## config.mk

```make
export PLATFORM = sky130hd
export DESIGN_NAME = cpcd_decoder
export DESIGN_NICKNAME = d
export VERILOG_FILES = /design/src/core/cpcd_pkg.sv /design/src/core/cpcd_cal_mem.sv /design/src/core/cpcd_decoder.sv
export SDC_FILE = /design/constraint.sdc
export NUM_CORES = 1
export LEC_CHECK = 0
export BUFFER_PORTS_ARGS = -buffer_cell sky130_fd_sc_hd__clkbuf_2
export CORE_MARGIN = 5
export CORE_UTILIZATION = 50
export CTS_CLUSTER_DIAMETER = 200
export DETAILED_ROUTE_END_ITERATION = 7
export PLACE_DENSITY = 0.7
export SLEW_MARGIN = 5
export SYNTH_ARGS = -nofsm -noshare
export SYNTH_HDL_FRONTEND = slang
export SYNTH_SLANG_ARGS = --single-unit
```

## constraint.sdc

```tcl
create_clock -name SYS_CLK -period 11.88 [get_ports SYS_CLK]
set_clock_uncertainty 0.1 [all_clocks]
set_input_delay 0 -clock SYS_CLK [delete_from_list [all_inputs] [get_ports SYS_CLK]]
set_output_delay 0 -clock SYS_CLK [all_outputs]
set_load 0.02 [all_outputs]
```

## src/core/cpcd_pkg.sv

```systemverilog
// constants shared by the calibration and pin command decoder
package cpcd_pkg;
  // =========================================================
  // register offsets (byte addresses)
  localparam logic [7:0] CPCD_OFS_COMMAND  = 8'h10;
  localparam logic [7:0] CPCD_OFS_PARAM0   = 8'h14;
  localparam logic [7:0] CPCD_OFS_STATUS   = 8'h18;
  localparam logic [7:0] CPCD_OFS_PINS     = 8'h1C;
  localparam logic [3:0] CPCD_CAL_PAGE     = 4'h2;
  // =========================================================
  // calibration area: fourteen bytes packed into four words
  localparam int unsigned CPCD_CAL_WORDS   = 4;
  localparam logic [3:0]  CPCD_CAL_LAST    = 4'hD;
  localparam logic [1:0]  CPCD_LOAD_LAST   = 2'h3;
  localparam logic [31:0] CPCD_TAIL_MASK   = 32'h0000_FFFF;
  // =========================================================
  // command codes
  localparam logic [7:0] CPCD_CMD_FACT_CAL = 8'h0A;
  localparam logic [7:0] CPCD_CMD_LOAD_CAL = 8'h0B;
  localparam logic [7:0] CPCD_CMD_PIN_CFG  = 8'h0F;
  // =========================================================
  // auxiliary pin codes
  localparam logic [3:0] CPCD_PIN_OFF      = 4'h0;
  localparam logic [3:0] CPCD_PIN_INH_LO   = 4'h1;
  localparam logic [3:0] CPCD_PIN_INH_HI   = 4'h2;
  localparam logic [3:0] CPCD_PIN_LASER    = 4'h3;
  localparam logic [3:0] CPCD_PIN_DRV_LO   = 4'h4;
  localparam logic [3:0] CPCD_PIN_DRV_HI   = 4'h5;
  // =========================================================
  // reset values and field positions
  localparam logic [7:0] CPCD_RST_COMMAND  = 8'h00;
  localparam logic [7:0] CPCD_RST_PARAM0   = 8'h00;
  localparam logic [3:0] CPCD_RST_PIN_CFG  = CPCD_PIN_DRV_LO;
  localparam int unsigned CPCD_PRM_FACT    = 0;
  localparam int unsigned CPCD_PRM_ALGO    = 1;
  localparam int unsigned CPCD_ST_BUSY     = 0;
  localparam int unsigned CPCD_ST_CALDONE  = 1;
  localparam int unsigned CPCD_ST_FACT     = 2;
  localparam int unsigned CPCD_ST_ALGO     = 3;
  localparam int unsigned CPCD_ST_LDDONE   = 4;
  localparam logic [1:0] CPCD_RESP_OKAY    = 2'b00;
  localparam logic [1:0] CPCD_RESP_SLVERR  = 2'b10;
  // =========================================================
  // sequencer states
  typedef enum logic [1:0] {
    CPCD_IDLE = 2'b00,
    CPCD_CAL  = 2'b01,
    CPCD_LOAD = 2'b11
  } cpcd_state_e;
endpackage : cpcd_pkg

```

## src/core/cpcd_cal_mem.sv

```systemverilog
// word memory for calibration data, byte-lane writes and registered read
module cpcd_cal_mem #(
  parameter int unsigned WORDS = 4,
  parameter int unsigned AW    = 2
) (
  // clocking
  input  wire logic          clk,
  input  wire logic          rst,
  input  wire logic          ce,
  // write port
  input  wire logic          we,
  input  wire logic [AW-1:0] waddr,
  input  wire logic [3:0]    wbe,
  input  wire logic [31:0]   wdata,
  // read port
  input  wire logic [AW-1:0] raddr,
  output logic      [31:0]   rdata_ff
);
  logic [31:0] mem [WORDS];

  if (WORDS > (1 << AW)) begin : g_bad_depth
    $error("cpcd_cal_mem: WORDS exceeds address range");
  end

  // array has no reset: contents are undefined until written
  always_ff @(posedge clk) begin
    if (ce && we) begin
      for (int b = 0; b < 4; b++) begin
        if (wbe[b]) begin
          mem[waddr][8*b +: 8] <= wdata[8*b +: 8];
        end
      end
    end
  end

  always_ff @(posedge clk or posedge rst) begin
    if (rst) begin
      rdata_ff <= 32'h0000_0000;
    end else if (ce) begin
      rdata_ff <= mem[raddr];
    end
  end
endmodule : cpcd_cal_mem

```

## src/core/cpcd_decoder.sv

```systemverilog
// command decoder for factory calibration, calibration download and aux pin setup
// Operation
// - command 0x0A starts a factory calibration run
// - calibration result lands in fourteen bytes from address 0x20
// - command 0x0B loads host-supplied calibration data, as parameter byte zero selects
// - parameter bit 0 marks data at 0x20 as factory calibration values
// - command 0x0F applies pin setup without starting a measurement
// - pin 0 code in parameter bits 3:0, pin 1 code in bits 7:4
// - codes 0 off, 3 laser pulse, 4 drive low, 5 drive high
// - code 1 low level aborts and blocks collection, rising restarts
// - code 2 high level aborts and blocks collection, falling restarts
//
// The AXI4-Lite slave port was chosen for this implementation.
module cpcd_decoder
  import cpcd_pkg::*;
#(
  parameter int unsigned ADDR_W = 8
) (
  // clock, reset, enable
  input  wire logic              SYS_CLK,
  input  wire logic              RESET,
  input  wire logic              CE,
  // axi4-lite write
  input  wire logic [ADDR_W-1:0] S_AXI_AWADDR,
  input  wire logic              S_AXI_AWVALID,
  output logic                   S_AXI_AWREADY,
  input  wire logic [31:0]       S_AXI_WDATA,
  input  wire logic [3:0]        S_AXI_WSTRB,
  input  wire logic              S_AXI_WVALID,
  output logic                   S_AXI_WREADY,
  output logic      [1:0]        S_AXI_BRESP,
  output logic                   S_AXI_BVALID,
  input  wire logic              S_AXI_BREADY,
  // axi4-lite read
  input  wire logic [ADDR_W-1:0] S_AXI_ARADDR,
  input  wire logic              S_AXI_ARVALID,
  output logic                   S_AXI_ARREADY,
  output logic      [31:0]       S_AXI_RDATA,
  output logic      [1:0]        S_AXI_RRESP,
  output logic                   S_AXI_RVALID,
  input  wire logic              S_AXI_RREADY,
  // calibration engine
  output logic                   CAL_START,
  input  wire logic              CAL_BYTE_VALID,
  input  wire logic [7:0]        CAL_BYTE,
  output logic                   CAL_DONE,
  // download stream to the algorithm core
  output logic                   LOAD_VALID,
  output logic      [1:0]        LOAD_INDEX,
  output logic      [31:0]       LOAD_WORD,
  output logic                   FACTORY_CAL_PRESENT,
  output logic                   ALGO_STATE_PRESENT,
  // auxiliary pins and laser timing
  input  wire logic              LASER_PULSE,
  input  wire logic              AUX_PIN0_IN,
  output logic                   AUX_PIN0_OUT,
  output logic                   AUX_PIN0_OE,
  input  wire logic              AUX_PIN1_IN,
  output logic                   AUX_PIN1_OUT,
  output logic                   AUX_PIN1_OE,
  // measurement control
  output logic                   MEAS_ABORT,
  output logic                   MEAS_RESTART,
  output logic                   COLLECT_BLOCK
);
  if (ADDR_W < 8) begin : g_bad_aw
    $error("cpcd_decoder: ADDR_W must be at least 8");
  end

  // =========================================================
  // helpers
  function automatic logic is_cal(input logic [7:0] a);
    return a[7:4] == CPCD_CAL_PAGE;
  endfunction : is_cal

  function automatic logic [31:0] cal_mask(input logic [1:0] idx, input logic [31:0] d);
    return (idx == CPCD_LOAD_LAST) ? (d & CPCD_TAIL_MASK) : d;
  endfunction : cal_mask

  // returns {oe, level}; reserved codes leave the pin undriven
  function automatic logic [1:0] pin_drive(input logic [3:0] cfg, input logic laser);
    case (cfg)
      CPCD_PIN_LASER:  return {1'b1, laser};
      CPCD_PIN_DRV_LO: return 2'b10;
      CPCD_PIN_DRV_HI: return 2'b11;
      default:         return 2'b00;
    endcase
  endfunction : pin_drive

  function automatic logic pin_inh(input logic [3:0] cfg, input logic lvl);
    return ((cfg == CPCD_PIN_INH_LO) && !lvl) || ((cfg == CPCD_PIN_INH_HI) && lvl);
  endfunction : pin_inh

  // =========================================================
  // state
  cpcd_state_e state_ff, nxt_state;
  logic              aw_held_ff, w_held_ff, aw_rdy_ff, w_rdy_ff, bvalid_ff;
  logic [7:0]        awaddr_ff;
  logic [31:0]       wdata_ff;
  logic [3:0]        wstrb_ff;
  logic [1:0]        bresp_ff;
  logic              rd_pend_ff, rvalid_ff, ar_rdy_ff;
  logic [7:0]        rdaddr_ff;
  logic [31:0]       rdata_ff;
  logic [1:0]        rresp_ff;
  logic [7:0]        command_ff, param0_ff;
  logic [3:0]        pin0_cfg_ff, pin1_cfg_ff, cal_cnt_ff;
  logic              cal_done_ff, load_done_ff, fact_ff, algo_ff, cal_start_ff, cal_pulse_ff;
  logic [1:0]        ld_idx_ff, ld_q_idx_ff, load_index_ff;
  logic              ld_q_vld_ff, load_valid_ff;
  logic [31:0]       load_word_ff, mem_q;
  logic [1:0]        sync1_ff, sync2_ff, oe_ff, out_ff;
  logic              block_ff, abort_ff, restart_ff;

  // =========================================================
  // write channel decode
  wire        aw_hs       = S_AXI_AWVALID && aw_rdy_ff;
  wire        w_hs        = S_AXI_WVALID && w_rdy_ff;
  wire        do_wr       = aw_held_ff && w_held_ff && !bvalid_ff;
  wire        nxt_aw_held = (aw_held_ff || aw_hs) && !do_wr;
  wire        nxt_w_held  = (w_held_ff || w_hs) && !do_wr;
  wire        nxt_bvalid  = do_wr || (bvalid_ff && !S_AXI_BREADY);
  wire        idle        = state_ff == CPCD_IDLE;
  wire        wr_cmd      = do_wr && awaddr_ff == CPCD_OFS_COMMAND && wstrb_ff[0];
  wire        wr_param    = do_wr && awaddr_ff == CPCD_OFS_PARAM0 && wstrb_ff[0];
  wire        wr_cal      = do_wr && is_cal(awaddr_ff) && state_ff != CPCD_CAL;
  wire        wr_mapped   = is_cal(awaddr_ff) || awaddr_ff == CPCD_OFS_COMMAND ||
                            awaddr_ff == CPCD_OFS_PARAM0 || awaddr_ff == CPCD_OFS_STATUS ||
                            awaddr_ff == CPCD_OFS_PINS;
  // commands arriving while a sequence runs are dropped
  wire        cmd_go      = wr_cmd && idle;
  wire [7:0]  cmd_byte    = wdata_ff[7:0];
  wire        go_cal      = cmd_go && cmd_byte == CPCD_CMD_FACT_CAL;
  wire        go_load     = cmd_go && cmd_byte == CPCD_CMD_LOAD_CAL;
  wire        go_pins     = cmd_go && cmd_byte == CPCD_CMD_PIN_CFG;

  // =========================================================
  // sequencer and memory ports
  wire        cal_we      = state_ff == CPCD_CAL && CAL_BYTE_VALID;
  wire        cal_end     = cal_we && cal_cnt_ff == CPCD_CAL_LAST;
  wire        ld_end      = state_ff == CPCD_LOAD && ld_idx_ff == CPCD_LOAD_LAST;
  wire        mem_we      = cal_we || wr_cal;
  wire [1:0]  mem_waddr   = cal_we ? cal_cnt_ff[3:2] : awaddr_ff[3:2];
  wire [3:0]  mem_wbe     = cal_we ? (4'h1 << cal_cnt_ff[1:0]) : wstrb_ff;
  wire [31:0] mem_wdata   = cal_we ? {4{CAL_BYTE}} : wdata_ff;
  wire        ar_hs       = S_AXI_ARVALID && ar_rdy_ff;
  wire [1:0]  mem_raddr   = (state_ff == CPCD_LOAD) ? ld_idx_ff : S_AXI_ARADDR[3:2];
  wire        nxt_rvalid  = rd_pend_ff || (rvalid_ff && !S_AXI_RREADY);

  always_comb begin
    nxt_state = state_ff;
    case (state_ff)
      CPCD_IDLE: begin
        if (go_cal) begin
          nxt_state = CPCD_CAL;
        end else if (go_load && param0_ff[CPCD_PRM_FACT]) begin
          nxt_state = CPCD_LOAD;
        end
      end
      CPCD_CAL:  nxt_state = cal_end ? CPCD_IDLE : CPCD_CAL;
      CPCD_LOAD: nxt_state = ld_end ? CPCD_IDLE : CPCD_LOAD;
      default:   nxt_state = CPCD_IDLE;
    endcase
  end

  cpcd_cal_mem #(.WORDS(CPCD_CAL_WORDS), .AW(2)) u_mem (
    .clk      (SYS_CLK),
    .rst      (RESET),
    .ce       (CE),
    .we       (mem_we),
    .waddr    (mem_waddr),
    .wbe      (mem_wbe),
    .wdata    (mem_wdata),
    .raddr    (mem_raddr),
    .rdata_ff (mem_q)
  );

  // =========================================================
  // read data selection
  wire [31:0] status_w = {27'h000_0000, load_done_ff, algo_ff, fact_ff, cal_done_ff, !idle};
  wire [31:0] pins_w   = {16'h0000, 2'b00, sync2_ff, 2'b00, block_ff, 1'b0, pin1_cfg_ff, pin0_cfg_ff};
  wire        rd_cal   = is_cal(rdaddr_ff);
  wire        rd_map   = rd_cal || rdaddr_ff == CPCD_OFS_COMMAND || rdaddr_ff == CPCD_OFS_PARAM0 ||
                         rdaddr_ff == CPCD_OFS_STATUS || rdaddr_ff == CPCD_OFS_PINS;
  wire [31:0] rd_word  = rd_cal                          ? cal_mask(rdaddr_ff[3:2], mem_q) :
                         rdaddr_ff == CPCD_OFS_COMMAND   ? {24'h00_0000, command_ff} :
                         rdaddr_ff == CPCD_OFS_PARAM0    ? {24'h00_0000, param0_ff} :
                         rdaddr_ff == CPCD_OFS_STATUS    ? status_w :
                         rdaddr_ff == CPCD_OFS_PINS      ? pins_w : 32'h0000_0000;

  // =========================================================
  // pins: inhibit from synchronised levels, drive from config
  wire [1:0] drv0  = pin_drive(pin0_cfg_ff, LASER_PULSE);
  wire [1:0] drv1  = pin_drive(pin1_cfg_ff, LASER_PULSE);
  wire       inh_w = pin_inh(pin0_cfg_ff, sync2_ff[0]) || pin_inh(pin1_cfg_ff, sync2_ff[1]);

  // =========================================================
  // bus registers
  always_ff @(posedge SYS_CLK or posedge RESET) begin
    if (RESET) begin
      aw_held_ff <= 1'b0;
      w_held_ff  <= 1'b0;
      aw_rdy_ff  <= 1'b0;
      w_rdy_ff   <= 1'b0;
      bvalid_ff  <= 1'b0;
      bresp_ff   <= CPCD_RESP_OKAY;
      awaddr_ff  <= 8'h00;
      wdata_ff   <= 32'h0000_0000;
      wstrb_ff   <= 4'h0;
      rd_pend_ff <= 1'b0;
      rvalid_ff  <= 1'b0;
      ar_rdy_ff  <= 1'b0;
      rdaddr_ff  <= 8'h00;
      rdata_ff   <= 32'h0000_0000;
      rresp_ff   <= CPCD_RESP_OKAY;
    end else if (CE) begin
      aw_held_ff <= nxt_aw_held;
      w_held_ff  <= nxt_w_held;
      aw_rdy_ff  <= !nxt_aw_held && !nxt_bvalid;
      w_rdy_ff   <= !nxt_w_held && !nxt_bvalid;
      bvalid_ff  <= nxt_bvalid;
      if (aw_hs) awaddr_ff <= S_AXI_AWADDR[7:0];
      if (w_hs) begin
        wdata_ff <= S_AXI_WDATA;
        wstrb_ff <= S_AXI_WSTRB;
      end
      if (do_wr) bresp_ff <= wr_mapped ? CPCD_RESP_OKAY : CPCD_RESP_SLVERR;
      rd_pend_ff <= ar_hs;
      rvalid_ff  <= nxt_rvalid;
      // no reads during download: the memory read port belongs to the stream
      ar_rdy_ff  <= !ar_hs && !nxt_rvalid && nxt_state != CPCD_LOAD;
      if (ar_hs) rdaddr_ff <= S_AXI_ARADDR[7:0];
      if (rd_pend_ff) begin
        rdata_ff <= rd_word;
        rresp_ff <= rd_map ? CPCD_RESP_OKAY : CPCD_RESP_SLVERR;
      end
    end
  end

  // =========================================================
  // command and sequencer registers
  always_ff @(posedge SYS_CLK or posedge RESET) begin
    if (RESET) begin
      state_ff     <= CPCD_IDLE;
      command_ff   <= CPCD_RST_COMMAND;
      param0_ff    <= CPCD_RST_PARAM0;
      pin0_cfg_ff  <= CPCD_RST_PIN_CFG;
      pin1_cfg_ff  <= CPCD_RST_PIN_CFG;
      cal_cnt_ff   <= 4'h0;
      cal_done_ff  <= 1'b0;
      load_done_ff <= 1'b0;
      fact_ff      <= 1'b0;
      algo_ff      <= 1'b0;
      cal_start_ff <= 1'b0;
      cal_pulse_ff <= 1'b0;
      ld_idx_ff    <= 2'h0;
    end else if (CE) begin
      state_ff     <= nxt_state;
      if (cmd_go) command_ff <= cmd_byte;
      if (wr_param) param0_ff <= wdata_ff[7:0];
      cal_start_ff <= go_cal;
      cal_pulse_ff <= cal_end;
      if (go_cal) cal_cnt_ff <= 4'h0;
      else if (cal_we) cal_cnt_ff <= cal_cnt_ff + 4'h1;
      cal_done_ff  <= cal_end || (cal_done_ff && !go_cal);
      if (go_load) begin
        fact_ff <= param0_ff[CPCD_PRM_FACT];
        // algorithm state without the factory flag is not trusted
        algo_ff <= param0_ff[CPCD_PRM_FACT] && param0_ff[CPCD_PRM_ALGO];
      end
      load_done_ff <= ld_end || (go_load && !param0_ff[CPCD_PRM_FACT]) || (load_done_ff && !go_load);
      if (go_load) ld_idx_ff <= 2'h0;
      else if (state_ff == CPCD_LOAD) ld_idx_ff <= ld_idx_ff + 2'h1;
      if (go_pins) begin
        pin0_cfg_ff <= param0_ff[3:0];
        pin1_cfg_ff <= param0_ff[7:4];
      end
    end
  end

  // =========================================================
  // download stream and pin registers
  always_ff @(posedge SYS_CLK or posedge RESET) begin
    if (RESET) begin
      ld_q_vld_ff   <= 1'b0;
      ld_q_idx_ff   <= 2'h0;
      load_valid_ff <= 1'b0;
      load_index_ff <= 2'h0;
      load_word_ff  <= 32'h0000_0000;
      sync1_ff      <= 2'b00;
      sync2_ff      <= 2'b00;
      oe_ff         <= 2'b00;
      out_ff        <= 2'b00;
      block_ff      <= 1'b0;
      abort_ff      <= 1'b0;
      restart_ff    <= 1'b0;
    end else if (CE) begin
      ld_q_vld_ff   <= state_ff == CPCD_LOAD;
      ld_q_idx_ff   <= ld_idx_ff;
      load_valid_ff <= ld_q_vld_ff;
      load_index_ff <= ld_q_idx_ff;
      if (ld_q_vld_ff) load_word_ff <= cal_mask(ld_q_idx_ff, mem_q);
      sync1_ff      <= {AUX_PIN1_IN, AUX_PIN0_IN};
      sync2_ff      <= sync1_ff;
      oe_ff         <= {drv1[1], drv0[1]};
      out_ff        <= {drv1[0], drv0[0]};
      block_ff      <= inh_w;
      abort_ff      <= inh_w && !block_ff;
      restart_ff    <= !inh_w && block_ff;
    end
  end

  // =========================================================
  // outputs
  assign S_AXI_AWREADY       = aw_rdy_ff;
  assign S_AXI_WREADY        = w_rdy_ff;
  assign S_AXI_BVALID        = bvalid_ff;
  assign S_AXI_BRESP         = bresp_ff;
  assign S_AXI_ARREADY       = ar_rdy_ff;
  assign S_AXI_RVALID        = rvalid_ff;
  assign S_AXI_RDATA         = rdata_ff;
  assign S_AXI_RRESP         = rresp_ff;
  assign CAL_START           = cal_start_ff;
  assign CAL_DONE            = cal_pulse_ff;
  assign LOAD_VALID          = load_valid_ff;
  assign LOAD_INDEX          = load_index_ff;
  assign LOAD_WORD           = load_word_ff;
  assign FACTORY_CAL_PRESENT = fact_ff;
  assign ALGO_STATE_PRESENT  = algo_ff;
  assign AUX_PIN0_OE         = oe_ff[0];
  assign AUX_PIN0_OUT        = out_ff[0];
  assign AUX_PIN1_OE         = oe_ff[1];
  assign AUX_PIN1_OUT        = out_ff[1];
  assign COLLECT_BLOCK       = block_ff;
  assign MEAS_ABORT          = abort_ff;
  assign MEAS_RESTART        = restart_ff;
endmodule : cpcd_decoder

```

==> flow_metrics.env <==
export IMPL_post_synth_top_area_fraction_pct=38.4
export IMPL_detail_route_vias_per_cell=5.58
export IMPL_synth_area_um2=13700
export IMPL_insertedDiodeCount=0
export IMPL_path_delay_family="simple AND/OR/NAND/NOR gates"
export IMPL_fmax_ghz=0.319
export IMPL_status="finished clean"
export IMPL_timing_max_slew_rel_slack_pct=21.6
export IMPL_vias=8768
export IMPL_drtIter0Drc=652
export IMPL_ys_ff_latch=341
export IMPL_place_area_um2=14800
export IMPL_share_of_layout_cells_above_drive_strength_1_pct=28.2
export IMPL_synth_edff_count=128
export IMPL_async_flop_share_pct=62.5
export IMPL_clock_tree_sinks=341
export IMPL_netlist_cell_type_count=62
export IMPL_max_slew_worst_pin_slew_ns=1.17
export IMPL_initial_core_util_pct=50.9
export IMPL_floorplan_core_area_um2=27000
export IMPL_numCtsBuffers=36
export IMPL_detail_route_drc_violations=0
export IMPL_dp_cells=1431
export IMPL_antenna_found_initial=0
export IMPL_post_route_cell_area_um2=16700
export IMPL_regArea_um2=9180
export IMPL_worst_setup_path_type="reg -> reg"
export IMPL_critPathMaxFanout=8
export IMPL_multi_input_area_um2=4290
export IMPL_synth_seq_area_share_pct=66.8
export IMPL_std_cell_rows=60
export IMPL_syn_instance_count=974
export IMPL_grt_start_max_net_pins=141
export IMPL_rr_startpoint="awaddr_ff[4]$_DFFE_PP0P_"
export IMPL_finalHoldViolCount=0
export IMPL_maxCapViolCount=0
export IMPL_maxSlewViolCount=0
export IMPL_die_w_um=176
export IMPL_worst_slack_ns=8.75
export IMPL_insertion_delay_ns=0.51
export IMPL_power_ir_vdd_worst_uv=106
export IMPL_cts_clk_slew_worst_paths_ns=0.06
export IMPL_power_static_leakage_nw=7.40
export IMPL_worstSetupEndpointType="flip-flop"
export IMPL_post_cts_resized_instances=0
export IMPL_worstSetupStartpoint="awaddr_ff[4]$_DFFE_PP0P_"
export IMPL_post_cts_repair_setup_buffers=0
export IMPL_final_net_count=1279
export IMPL_grt_pass1_vias=8840
export IMPL_cp_buffers_inverters=0
export IMPL_post_route_min_period_ns=3.13
export IMPL_layout_worst_path_cycle_share_pct=26.4
export IMPL_detailedPlacementHpwl_um=22200
export IMPL_globalRouteOverflowTotal=0
export IMPL_syn2layout_area_growth_pct=21.7
export IMPL_drt_pass1_iterations=5
export IMPL_number_of_fillers_in_the_final_layout=2057
export IMPL_cts_max_level=2
export IMPL_synthDominantAreaCellType="dfrtp_1"
export IMPL_timing_critical_path_required_ns=11.92
export IMPL_synth_warnings=0
export IMPL_first_pass_grt_wire_length_um=51200
export IMPL_syn_avg_cell_area_um2=14.1
export IMPL_crit_chain="or4b_2, nor3_1, a21boi_0, nor2_1"
export IMPL_max_buffers_root_to_sink=3
export IMPL_grt_total_usage_pct=20.8
export IMPL_cp_start_kind="flip-flop"
export IMPL_crit_path_top_delay_cell="or4b_2"
export IMPL_final_hold_slack_ns=0.156
export IMPL_route_detailed_wl_per_inst_um=20.3
export IMPL_clockRootBuffer="clkbuf_16"
export IMPL_hp_class="in -> async"
export IMPL_unrepaired_setup_endpoints_after_global_routing="false"
export IMPL_power_per_standard_cell_area_nw_per_um2=191
export IMPL_pin_count=159
export IMPL_most_area_consuming_cells_after_synthesis="dfrtp_1 38%, edfxtp_1 28%, mux2_2 8.4%"
export IMPL_final_cell_count_no_fill=1570
export IMPL_route_final_wire_length_um=31900
export IMPL_cp_data_arrival_time_ns=3.17
export IMPL_finalSetupViolCount=0
export IMPL_detailedPlace_worstSlack_ns=8.76
export IMPL_place_gp_congestion=0.797
export IMPL_final_antenna_net_count=0
export IMPL_critical_path_max_stage_delay_ns=0.70
export IMPL_setup_total_negative_slack_ns=0
export IMPL_tritoncts="yes"
export IMPL_port_buffer_count=156
export IMPL_die_area_um2=30900
export IMPL_floorplan_die_height_um=176
export IMPL_synth_top_flop_cell="dfrtp_1"
## registers in the layout, indices dropped and copies added (netlist names), 8 cells and up
name            cells
S_AXI_RDATA        32
command_ff          8
rdaddr_ff           8
awaddr_ff           8
wdata_ff           32
u_mem.rdata_ff     32
LOAD_WORD          32
param0_ff           8
u_mem.mem         128
## cell type report
class / count / share of cell area, %
Clock buffer: 49 / 6.16
Clock inverter: 16 / 0.860
Inverter: 17 / 0.426
Multi-Input combinational cell: 567 / 25.7
Sequential cell: 341 / 54.8
Tap cell: 341 / 2.55
Timing Repair Buffer: 239 / 9.50
## synthesized netlist by cell type (5+ instances only)
cell      count
a21oi_1      10
inv_1        17
a22o_1       38
nand4_1       6
clkbuf_1     30
o31ai_1       5
nand2_1     149
ha_1          5
nor2b_1       9
o221ai_1     32
buf_2         5
nor3_1        6
buf_1         5
edfxtp_1    128
a22oi_1      11
a31oi_1       5
dfrtp_1     211
nor2_1       28
mux4_2        5
o21ai_0      23
buf_4         9
mux2i_1      68
mux2_2      103
## per-layer routing
metal | global-route usage [%] | part of all wire (%) | up-vias
li1 | - | - | 4071
met1 | 32.6 | 48 | 4345
met2 | 30.0 | 43 | 293
met3 | 3.77 | 6.2 | 59
met4 | 5.82 | 2.5 | 0
met5 | 0 | 0 | -
## through the flow
step	total power [W]	util, %
final	0.00319	61.9
after global routing	0.00333	61.9
after CTS	0.00321	61.9
after detailed placement	0.00210	54.8
after global placement	0.00208	54.8
after floorplan	0.00189	-
## worst paths after layout
check / to / slack, ns / cells after the start
max: u_mem.mem[2][27]$_DFFE_PP_ / 8.75 / 4
min: sync1_ff[0]$_DFFE_PP0P_ / 0.16 / 3
max reg2reg: u_mem.mem[2][27]$_DFFE_PP_ / 8.75 / 4
min reg2reg: S_AXI_RDATA[11]$_DFFE_PP0P_ / 0.38 / 2
max in group asynchronous: param0_ff[5]$_DFFE_PP0P_ / 9.99 / 4
min in group SYS_CLK: wdata_ff[28]$_DFFE_PP0P_ / 0.16 / 3
## worst min-delay path: cells and delay by family
kind / cells / cell delay [ns]
buffers and inverters: 3 / 1.31
## cell families (layout without fill, tap and decap cells)
logic type	Yosys count	after routing	share of synthesized area, %
xor+xnor	3	3	0.191
mux	176	176	14.2
flops	341	341	66.8
compound gates	149	149	8.17
fa+ha+maj	5	5	0.455
buf+inv	67	321	2.18
other cells	1	2	0.0273
simple gates	232	232	8.00
## power breakdown
group	total [W]	switching (W)	internal [W]
Clock	0.00110	0.000443	0.000654
Combinational	0.000519	0.000300	0.000219
Sequential	0.00158	0.000144	0.00143
Total	0.00319	0.000888	0.00231
## cells in the final DEF, fill, tap and decap left out, types with 9 or more instances in the layout
cell type      Yosys  routed
inv_1             17      16
dlygate4sd3_1      0      74
edfxtp_1         128     128
o21ai_0           23      23
dfrtp_1          211     211
a22o_1            38      38
nand2_1          149     149
mux2_2           103     103
buf_4              9       9
mux2i_1           68      67
clkbuf_2           0     156
a21oi_1           10       9
nor2_1            28      28
clkbuf_16          0      37
o221ai_1          32      32
a22oi_1           11      11
nor2b_1            9       9
## repair_timing
action	4_1_cts	5_1_grt
endpoints found under the setup margin	0	0
endpoints found under the hold margin	308	0
hold buffers	74	0
Power figures use the tool's default switching activity.
